===== src/include/swk_pkg.sv =====
package swk_pkg;
    // Frame layout
    localparam int        FRAME_BITS   = 32;
    localparam int        ADDR_MSB     = 31;
    localparam int        ADDR_LSB     = 25;
    localparam int        RW_BIT       = 24;
    localparam int        FAULT_BIT    = 23;
    localparam int        IRQ_FLAG_BIT = 22;
    localparam int        DATA_BITS    = 22;
    localparam logic      RW_WRITE     = 1'h1;

    // Register addresses
    localparam logic [6:0] ADDR_WAKE_PROG = 7'h10;
    localparam logic [6:0] ADDR_WAKE_GND  = 7'h11;
    localparam logic [6:0] ADDR_COMP_PROG = 7'h12;

    // Channel counts and reset values
    localparam int         PROG_CHANNELS   = 8;
    localparam int         GND_CHANNELS    = 14;
    localparam logic [7:0]  WAKE_PROG_RESET = 8'hff;
    localparam logic [13:0] WAKE_GND_RESET  = 14'h3fff;
    localparam logic [7:0]  COMP_PROG_RESET = 8'h00;

    typedef enum logic [1:0] {
        SPI_IDLE  = 2'b00,
        SPI_SHIFT = 2'b01
    } swk_spi_state_t;
endpackage


===== src/design/swk_switch_wakeup_config.sv =====
`timescale 1ns/10ps
// Overview of operation
// - Wake bit zero: changes on that input never end sleep.
// - Wake bit one: open or closed change on that input ends sleep.
// - Host may rewrite wake enables at any time; writes are accepted.
// - After reset every implemented wake enable bit is one.
// - All programmable and ground wake bits zero: polling timer stops in sleep.
// - Comparator-only programmable channel keeps comparator on in sleep, no polling current.
// - Comparator-only channel samples at sleep clock, wakes on level change.
// - Frame: address bits 31-25, write flag bit 24, data bits 23-0.
// - Reply: fault summary bit 23, interrupt flag bit 22, data bits 21-0.
// - Programmable wake register at 0x10, enables in low eight bits.
// - Ground-switch wake register at 0x11, enables in bits 13-0.
// - Comparator-only register at 0x12, low eight bits, reset to zero.
// - Programmable channel senses ground or battery switch; sleep behaviour follows.
module swk_switch_wakeup_config #(
    parameter int PROG_CH = swk_pkg::PROG_CHANNELS,
    parameter int GND_CH  = swk_pkg::GND_CHANNELS
) (
    input  wire logic              ref_clk,          // Device clock
    input  wire logic              rst,              // Synchronous reset, active high
    input  wire logic              spiCsN,           // Chip select, active low
    input  wire logic              spiSclk,          // Serial clock
    input  wire logic              spiMosi,          // Serial data in
    output logic                   spiMiso,          // Serial data out
    output logic                   spiMisoEnN,       // Low while driving spiMiso
    input  wire logic              faultSummary,     // Device fault summary
    input  wire logic              interruptFlag,    // Device interrupt flag
    input  wire logic              sleepMode,        // Device is in sleep mode
    input  wire logic              sleepTick,        // One-cycle sleep clock strobe
    input  wire logic [PROG_CH-1:0] progClosed,      // Polled programmable states
    input  wire logic [PROG_CH-1:0] progCompIn,      // Programmable comparator outputs
    input  wire logic [PROG_CH-1:0] progSenseBattery,// Channel senses battery switch
    input  wire logic [GND_CH-1:0]  gndClosed,       // Polled ground-switch states
    output logic                   wakeUp,           // Request: leave sleep mode, held while a polled change lasts
    output logic                   pollTimerEn,      // Polling timer runs
    output logic [PROG_CH-1:0]     progCompActive,   // Comparator kept on in sleep
    output logic [PROG_CH-1:0]     progPullUpEn,     // Polling current to ground switch
    output logic [PROG_CH-1:0]     progPullDownEn,   // Polling current to battery switch
    output logic [GND_CH-1:0]      gndPullUpEn,      // Ground-switch polling current
    output logic [PROG_CH-1:0]     wakeProg,         // Programmable wake enables
    output logic [GND_CH-1:0]      wakeGnd           // Ground-switch wake enables
);
    if (PROG_CH < 1 || PROG_CH > 8 || GND_CH < 1 || GND_CH > 14) begin : g_bad_param
        $error("Channel count out of range");
    end

    // SPI frame engine
    swk_pkg::swk_spi_state_t spiState_q, spiState_d;
    logic [5:0]  bitCnt_q, bitCnt_d;
    logic [31:0] rxShift_q, rxShift_d;
    logic [31:0] txShift_q, txShift_d;
    logic [6:0]  lastAddr_q, lastAddr_d;
    logic        lastRw_q, lastRw_d;
    logic        sclkPrev_q, sclkPrev_d;
    logic        frameDone;
    logic [21:0] readData;

    // Registers
    logic [PROG_CH-1:0] wakeProg_q, wakeProg_d;
    logic [GND_CH-1:0]  wakeGnd_q, wakeGnd_d;
    logic [PROG_CH-1:0] compProg_q, compProg_d;

    always_comb begin
        readData = '0;
        if (lastAddr_q == swk_pkg::ADDR_WAKE_PROG) begin
            readData[PROG_CH-1:0] = wakeProg_q;
        end else if (lastAddr_q == swk_pkg::ADDR_WAKE_GND) begin
            readData[GND_CH-1:0] = wakeGnd_q;
        end else if (lastAddr_q == swk_pkg::ADDR_COMP_PROG) begin
            readData[PROG_CH-1:0] = compProg_q;
        end
    end

    always_comb begin
        spiState_d = spiState_q;
        bitCnt_d   = bitCnt_q;
        rxShift_d  = rxShift_q;
        txShift_d  = txShift_q;
        lastAddr_d = lastAddr_q;
        lastRw_d   = lastRw_q;
        sclkPrev_d = spiSclk;
        frameDone  = 1'b0;
        case (spiState_q)
            swk_pkg::SPI_IDLE: begin
                if (!spiCsN) begin
                    spiState_d = swk_pkg::SPI_SHIFT;
                    bitCnt_d   = 6'h00;
                    // Reply answers the previous frame
                    txShift_d  = {lastAddr_q, lastRw_q, faultSummary, interruptFlag, readData};
                end
            end
            swk_pkg::SPI_SHIFT: begin
                if (spiCsN) begin
                    spiState_d = swk_pkg::SPI_IDLE;
                    if (bitCnt_q == 6'h20) begin
                        frameDone  = 1'b1;
                        lastAddr_d = rxShift_q[swk_pkg::ADDR_MSB:swk_pkg::ADDR_LSB];
                        lastRw_d   = rxShift_q[swk_pkg::RW_BIT];
                    end
                end else if (spiSclk && !sclkPrev_q) begin
                    rxShift_d = {rxShift_q[30:0], spiMosi};
                    if (bitCnt_q != 6'h3f)
                        bitCnt_d = bitCnt_q + 6'h01;
                end else if (!spiSclk && sclkPrev_q && bitCnt_q != 6'h00) begin
                    txShift_d = {txShift_q[30:0], 1'b0};
                end
            end
            default: begin
                spiState_d = swk_pkg::SPI_IDLE;
            end
        endcase
    end

    always_ff @(posedge ref_clk) begin
        if (rst) begin
            spiState_q <= swk_pkg::SPI_IDLE;
            bitCnt_q   <= 6'h00;
            rxShift_q  <= 32'h0000_0000;
            txShift_q  <= 32'h0000_0000;
            lastAddr_q <= 7'h00;
            lastRw_q   <= 1'b0;
            sclkPrev_q <= 1'b0;
        end else begin
            spiState_q <= spiState_d;
            bitCnt_q   <= bitCnt_d;
            rxShift_q  <= rxShift_d;
            txShift_q  <= txShift_d;
            lastAddr_q <= lastAddr_d;
            lastRw_q   <= lastRw_d;
            sclkPrev_q <= sclkPrev_d;
        end
    end

    assign spiMiso    = txShift_q[31];
    assign spiMisoEnN = (spiState_q != swk_pkg::SPI_SHIFT);

    // Register writes, accepted whatever the mode
    always_comb begin
        wakeProg_d = wakeProg_q;
        wakeGnd_d  = wakeGnd_q;
        compProg_d = compProg_q;
        if (frameDone && rxShift_q[swk_pkg::RW_BIT] == swk_pkg::RW_WRITE) begin
            if (rxShift_q[31:25] == swk_pkg::ADDR_WAKE_PROG) begin
                wakeProg_d = rxShift_q[PROG_CH-1:0];
            end else if (rxShift_q[31:25] == swk_pkg::ADDR_WAKE_GND) begin
                wakeGnd_d = rxShift_q[GND_CH-1:0];
            end else if (rxShift_q[31:25] == swk_pkg::ADDR_COMP_PROG) begin
                compProg_d = rxShift_q[PROG_CH-1:0];
            end
        end
    end

    always_ff @(posedge ref_clk) begin
        if (rst) begin
            wakeProg_q <= swk_pkg::WAKE_PROG_RESET[PROG_CH-1:0];
            wakeGnd_q  <= swk_pkg::WAKE_GND_RESET[GND_CH-1:0];
            compProg_q <= swk_pkg::COMP_PROG_RESET[PROG_CH-1:0];
        end else begin
            wakeProg_q <= wakeProg_d;
            wakeGnd_q  <= wakeGnd_d;
            compProg_q <= compProg_d;
        end
    end

    assign wakeProg = wakeProg_q;
    assign wakeGnd  = wakeGnd_q;

    // Wake detection
    logic               sleepPrev_q, sleepPrev_d;
    logic [PROG_CH-1:0] progRef_q, progRef_d;
    logic [GND_CH-1:0]  gndRef_q, gndRef_d;
    logic [PROG_CH-1:0] compSample_q, compSample_d;
    logic               wakeUp_q, wakeUp_d;
    logic               pollTimerEn_q, pollTimerEn_d;
    logic [PROG_CH-1:0] progHit;
    logic [GND_CH-1:0]  gndHit;
    logic               sleepEntry;

    assign sleepEntry = sleepMode && !sleepPrev_q;

    genvar p;
    generate
        for (p = 0; p < PROG_CH; p++) begin : g_prog
            // Comparator channels compare consecutive sleep-clock samples
            assign progHit[p] = wakeProg_q[p] && (compProg_q[p]
                ? (sleepTick && progCompIn[p] != compSample_q[p])
                : (progClosed[p] != progRef_q[p]));
            assign progCompActive[p] = sleepMode && compProg_q[p];
            // Pull-down for battery switches, pull-up for ground switches
            assign progPullDownEn[p] = !compProg_q[p] && progSenseBattery[p];
            assign progPullUpEn[p]   = !compProg_q[p] && !progSenseBattery[p];
        end
        for (p = 0; p < GND_CH; p++) begin : g_gnd
            assign gndHit[p] = wakeGnd_q[p] && (gndClosed[p] != gndRef_q[p]);
        end
    endgenerate

    assign gndPullUpEn = {GND_CH{1'b1}};

    always_comb begin
        sleepPrev_d   = sleepMode;
        progRef_d     = progRef_q;
        gndRef_d      = gndRef_q;
        compSample_d  = compSample_q;
        wakeUp_d      = 1'b0;
        // Timer runs in normal mode or while any channel may wake
        pollTimerEn_d = !sleepMode || (|wakeProg_q) || (|wakeGnd_q);
        if (!sleepMode || sleepEntry) begin
            progRef_d    = progClosed;
            gndRef_d     = gndClosed;
            compSample_d = progCompIn;
        end else begin
            if (sleepTick)
                compSample_d = progCompIn;
            wakeUp_d = (|progHit) || (|gndHit);
        end
    end

    always_ff @(posedge ref_clk) begin
        if (rst) begin
            sleepPrev_q   <= 1'b0;
            progRef_q     <= '0;
            gndRef_q      <= '0;
            compSample_q  <= '0;
            wakeUp_q      <= 1'b0;
            pollTimerEn_q <= 1'b1;
        end else begin
            sleepPrev_q   <= sleepPrev_d;
            progRef_q     <= progRef_d;
            gndRef_q      <= gndRef_d;
            compSample_q  <= compSample_d;
            wakeUp_q      <= wakeUp_d;
            pollTimerEn_q <= pollTimerEn_d;
        end
    end

    assign wakeUp      = wakeUp_q;
    assign pollTimerEn = pollTimerEn_q;
endmodule


===== config.mk =====
export PLATFORM = sky130hd
export DESIGN_NAME = swk_switch_wakeup_config
export DESIGN_NICKNAME = d
export VERILOG_FILES = /design/src/include/swk_pkg.sv /design/src/design/swk_switch_wakeup_config.sv
export SDC_FILE = /design/constraint.sdc
export NUM_CORES = 1
export LEC_CHECK = 0
export ABC_AREA = 1
export BUFFER_PORTS_ARGS = -buffer_cell sky130_fd_sc_hd__buf_4
export CAP_MARGIN = 10
export CORE_UTILIZATION = 45
export DETAILED_ROUTE_END_ITERATION = 10
export PLACE_DENSITY = 0.66
export SLEW_MARGIN = 20
export SYNTH_ARGS = -nofsm -noshare
export SYNTH_HDL_FRONTEND = slang
export SYNTH_SLANG_ARGS = --single-unit
export TNS_END_PERCENT = 10

===== constraint.sdc =====
create_clock -name ref_clk -period 3.5 [get_ports ref_clk]
set_input_delay 0 -clock ref_clk [delete_from_list [all_inputs] [get_ports ref_clk]]
set_output_delay 0 -clock ref_clk [all_outputs]
set_load 0.02 [all_outputs]

==> impl_metrics.toml <==
[outcome]
outcome = "finished, final reports clean"

[synth]
ys_ff_latch = 143
ys_async_sr_fraction_pct = 0
synth_simple_gate_area_share_pct = 25.4
yosys.area.top_type = "sky130_fd_sc_hd__dfxtp_1"
postSynthAreaPerCell_um2 = 7.15
synth-warning-count = 0
ys.flop_type = "sky130_fd_sc_hd__dfxtp_1"
synth_area_leaders = "sky130_fd_sc_hd__dfxtp_1 42%, sky130_fd_sc_hd__nand2_1 11%, sky130_fd_sc_hd__a21oi_1 7.0%, sky130_fd_sc_hd__inv_1 6.8%, sky130_fd_sc_hd__o21ai_0 6.0%"
most_common_cell_in_the_netlist = "sky130_fd_sc_hd__nand2_1"
post_synth_num_cell_types = 38
synthMuxAreaShare_pct = 0
number_of_synthesized_flops_with_an_enable_pin = 0
synth_top_cells_by_count = "204 x sky130_fd_sc_hd__nand2_1, 143 x sky130_fd_sc_hd__dfxtp_1, 125 x sky130_fd_sc_hd__inv_1"
syn_area_um2 = 6890
synth_compound_gate_area_share_pct = 19.4
yosys.area_share.xor_xnor_pct = 0.127
synth_largest_type_area_fraction_pct = 41.6
synthCells = 964
synth_adder_area_share_pct = 0.908
largest_family_of_logic_cells_by_synthesized_area = "simple AND/OR/NAND/NOR gates"
synth_seq_area_share_pct = 41.6

[worst_setup_path]
startpoint_of_the_worst_slack_reg_to_reg_timing_path = "spiState_q[0]$_SDFFE_PP0P_"
critPathMaxFanout = 35
startpoint_type = "register"
cp.arrival_ns = 2.92
end_kind = "register"
reg2reg_setup_slack_ns = 0.93
timing_worst_setup_path_type = "reg -> reg"
timing.rr.end = "txShift_q[1]$_SDFFE_PP0P_"
worst_path_required_time_ns = 3.85
r2r.worst_path.cells = 11

[layout]
layout-area-overhead-vs-synth_pct = 25.2
final_layout_size_suffix_gt1_share_pct = 18.2
final.fill_count = 1369
antennaDiodeCount = 0
register_area_um2 = 2860
combined_area_of_the_multi_input_logic_cells_um2 = 3210
postLayoutCoreUtil_pct = 58.5
post_layout_nonfiller_instances = 1269
final_area_um2 = 8620
design.final.nets = 1124

[cts]
worst_setup_hold_path_clk_slew_ns = 0.06
cts_made_buffers = 17
total_of_cells_resized_after_clock_tree_synthesis = 0
cts_tree = "built"
cts_post_setup_buffers_inserted = 0
worstSkewPairLatency_ns = 0.42
clock_root_buffer_master = "sky130_fd_sc_hd__clkbuf_16"
cts-root-to-sink-buffers = 2
clkSinkCount = 143
cts-hold-fix-buffers = 36
cts.htree.levels = 4

[timing]
worst_slew_pin_slew_ns = 0.855
final.period_utilization_pct = 73.4
whs_ns = 0.0262
setup_total_negative_slack_ns = 0
relSlewSlack_pct = 42.8
slew_viol_final = 0
final_hold_viol_count = 0
min_period_ns = 2.57
max_clk_rate_ghz = 0.389
final_worst_setup_slack_ns = 0.931
rsz0062_at_grt = "no"
layout_skew_ns = 0.00713
final-setup-viol-count = 0

[drt]
antenna_violating_nets_post_route = 0
viasPerCell = 5.03
wl_mm = 17.6
num_vias = 6387
first_pass_iters = 5
dr.first_iter.drc_count = 484
post-route-drc-count = 0
post_drt_wl_per_cell_um = 13.9

[die]
fp-row-count = 44
start_util_pct = 46.7
design.core.area_um2 = 14800
dieHeight_um = 126
design.portCount = 111
fp.dieArea_um2 = 15800
chipWidth_um = 126

[hold_path]
min_path_type = "in -> reg"
worst_hold_startpoint = "rst"
hold-path-cell-count = 2
whs_endpoint = "sclkPrev_q$_SDFF_PP0_"

[global_route]
grt_first_pass_wirelength_mm = 29.3
grt_pass1_vias = 6012
largest_net_degree_at_the_start_of_global_routing = 61
antenna_found_initial = 0
global_route.overflow_total = 0
grt_usage_pct = 23.3

[power_and_ir_drop]
ir_worst_vdd_v = 0.000442
leakagePower_nw = 3.90
power_density_over_the_cells_nw_per_um2 = 559
power.total_mw = 4.82

[flow_run]
maxCapViolations = 0

[placement]
place_ws_ns = 0.973
hpwl_mm = 11.8
io_buffer_count = 96
finalWeightedCongestion = 0.802
placed_cells = 1201
placedInstanceArea_um2 = 7570
how the worst max path moves through the flow:
stage,start,endpoint,slack [ns]
2_1_floorplan,spiState_q[0]$_SDFFE_PP0P_,txShift_q[0]$_SDFFE_PP0P_,1.51
3_3_place_gp,spiState_q[0]$_SDFFE_PP0P_,txShift_q[6]$_SDFFE_PP0P_,1.06
3_5_place_dp,spiState_q[0]$_SDFFE_PP0P_,txShift_q[1]$_SDFFE_PP0P_,0.97
4_1_cts,spiState_q[0]$_SDFFE_PP0P_,txShift_q[4]$_SDFFE_PP0P_,0.94
5_1_grt,spiState_q[0]$_SDFFE_PP0P_,txShift_q[4]$_SDFFE_PP0P_,0.59
6_report,spiState_q[0]$_SDFFE_PP0P_,txShift_q[1]$_SDFFE_PP0P_,0.93
cells in the final DEF, fill, tap and decap left out, drive strengths merged:
| master | n |
|---|---|
| nand2 | 217 |
| dfxtp | 143 |
| inv | 132 |
| a21oi | 109 |
| buf | 102 |
| o21ai | 87 |
| nor2 | 81 |
| nand3 | 64 |
| dlygate4sd3 | 36 |
| clkbuf | 22 |
| o211ai | 20 |
| nand4 | 15 |
| conb | 14 |
| a31oi | 10 |
| nand3b | 6 |
| bufinv | 6 |
| ha | 5 |
| or2 | 5 |
| nor4 | 4 |
| clkinvlp | 2 |
| clkinv | 2 |
| nor3 | 1 |
| o31ai | 1 |
| xnor2 | 1 |
cell type report:
| class | count | area share [%] |
|---|---|---|
| clock inverter | 10 | 2.38 |
| sequential | 143 | 33.2 |
| tap | 184 | 2.67 |
| clock buffer | 22 | 5.61 |
| inverter | 132 | 5.77 |
| multi-input combinational | 640 | 37.2 |
| timing repair buffer | 138 | 13.2 |
per-layer routing:
metal / wire (um) / global-route usage (%) / up-vias
li1: - / - / 3307
met1: 8210 / 29.3 / 2907
met2: 8310 / 39.3 / 152
met3: 790 / 5.18 / 21
met4: 271 / 8.01 / 0
met5: 0 / 0 / -
power breakdown:
group,internal (mW),switching [mW],leakage [nW]
logic,0.294,0.542,2.40
clock network,1.41,0.685,0.332
registers,1.78,0.106,1.17
critical path: stages, from the launching register on:
cell	delay, ns
sky130_fd_sc_hd__dfxtp_1	0.62
sky130_fd_sc_hd__inv_1	0.12
sky130_fd_sc_hd__ha_1	0.20
sky130_fd_sc_hd__inv_1	0.05
sky130_fd_sc_hd__nand2_1	0.07
sky130_fd_sc_hd__nor2_1	0.13
sky130_fd_sc_hd__inv_1	0.11
sky130_fd_sc_hd__nand2_2	0.43
sky130_fd_sc_hd__inv_2	0.40
sky130_fd_sc_hd__nor2_1	0.17
sky130_fd_sc_hd__nand2_1	0.09
sky130_fd_sc_hd__a21oi_2	0.12
sequential cells by signal, indices dropped and copies added, names as in the netlist:
signal        flops
rxShift_q        32
txShift_q        32
gndRef_q         14
wakeGnd          14
compProg_q        8
compSample_q      8
progRef_q         8
wakeProg          8
lastAddr_q        7
bitCnt_q          6
lastRw_q          1
pollTimerEn       1
sclkPrev_q        1
sleepPrev_q       1
spiState_q        1
wakeUp            1
logic make-up after synthesis:
family	count (synthesis)
and+or+nand+nor	393
adders and majority gates	5
other	1
xor gates and xnor gates	1
DFF	143
AOI/OAI and AO/OA	227
buffers and inverters	194
Power figures use the tool's default switching activity.
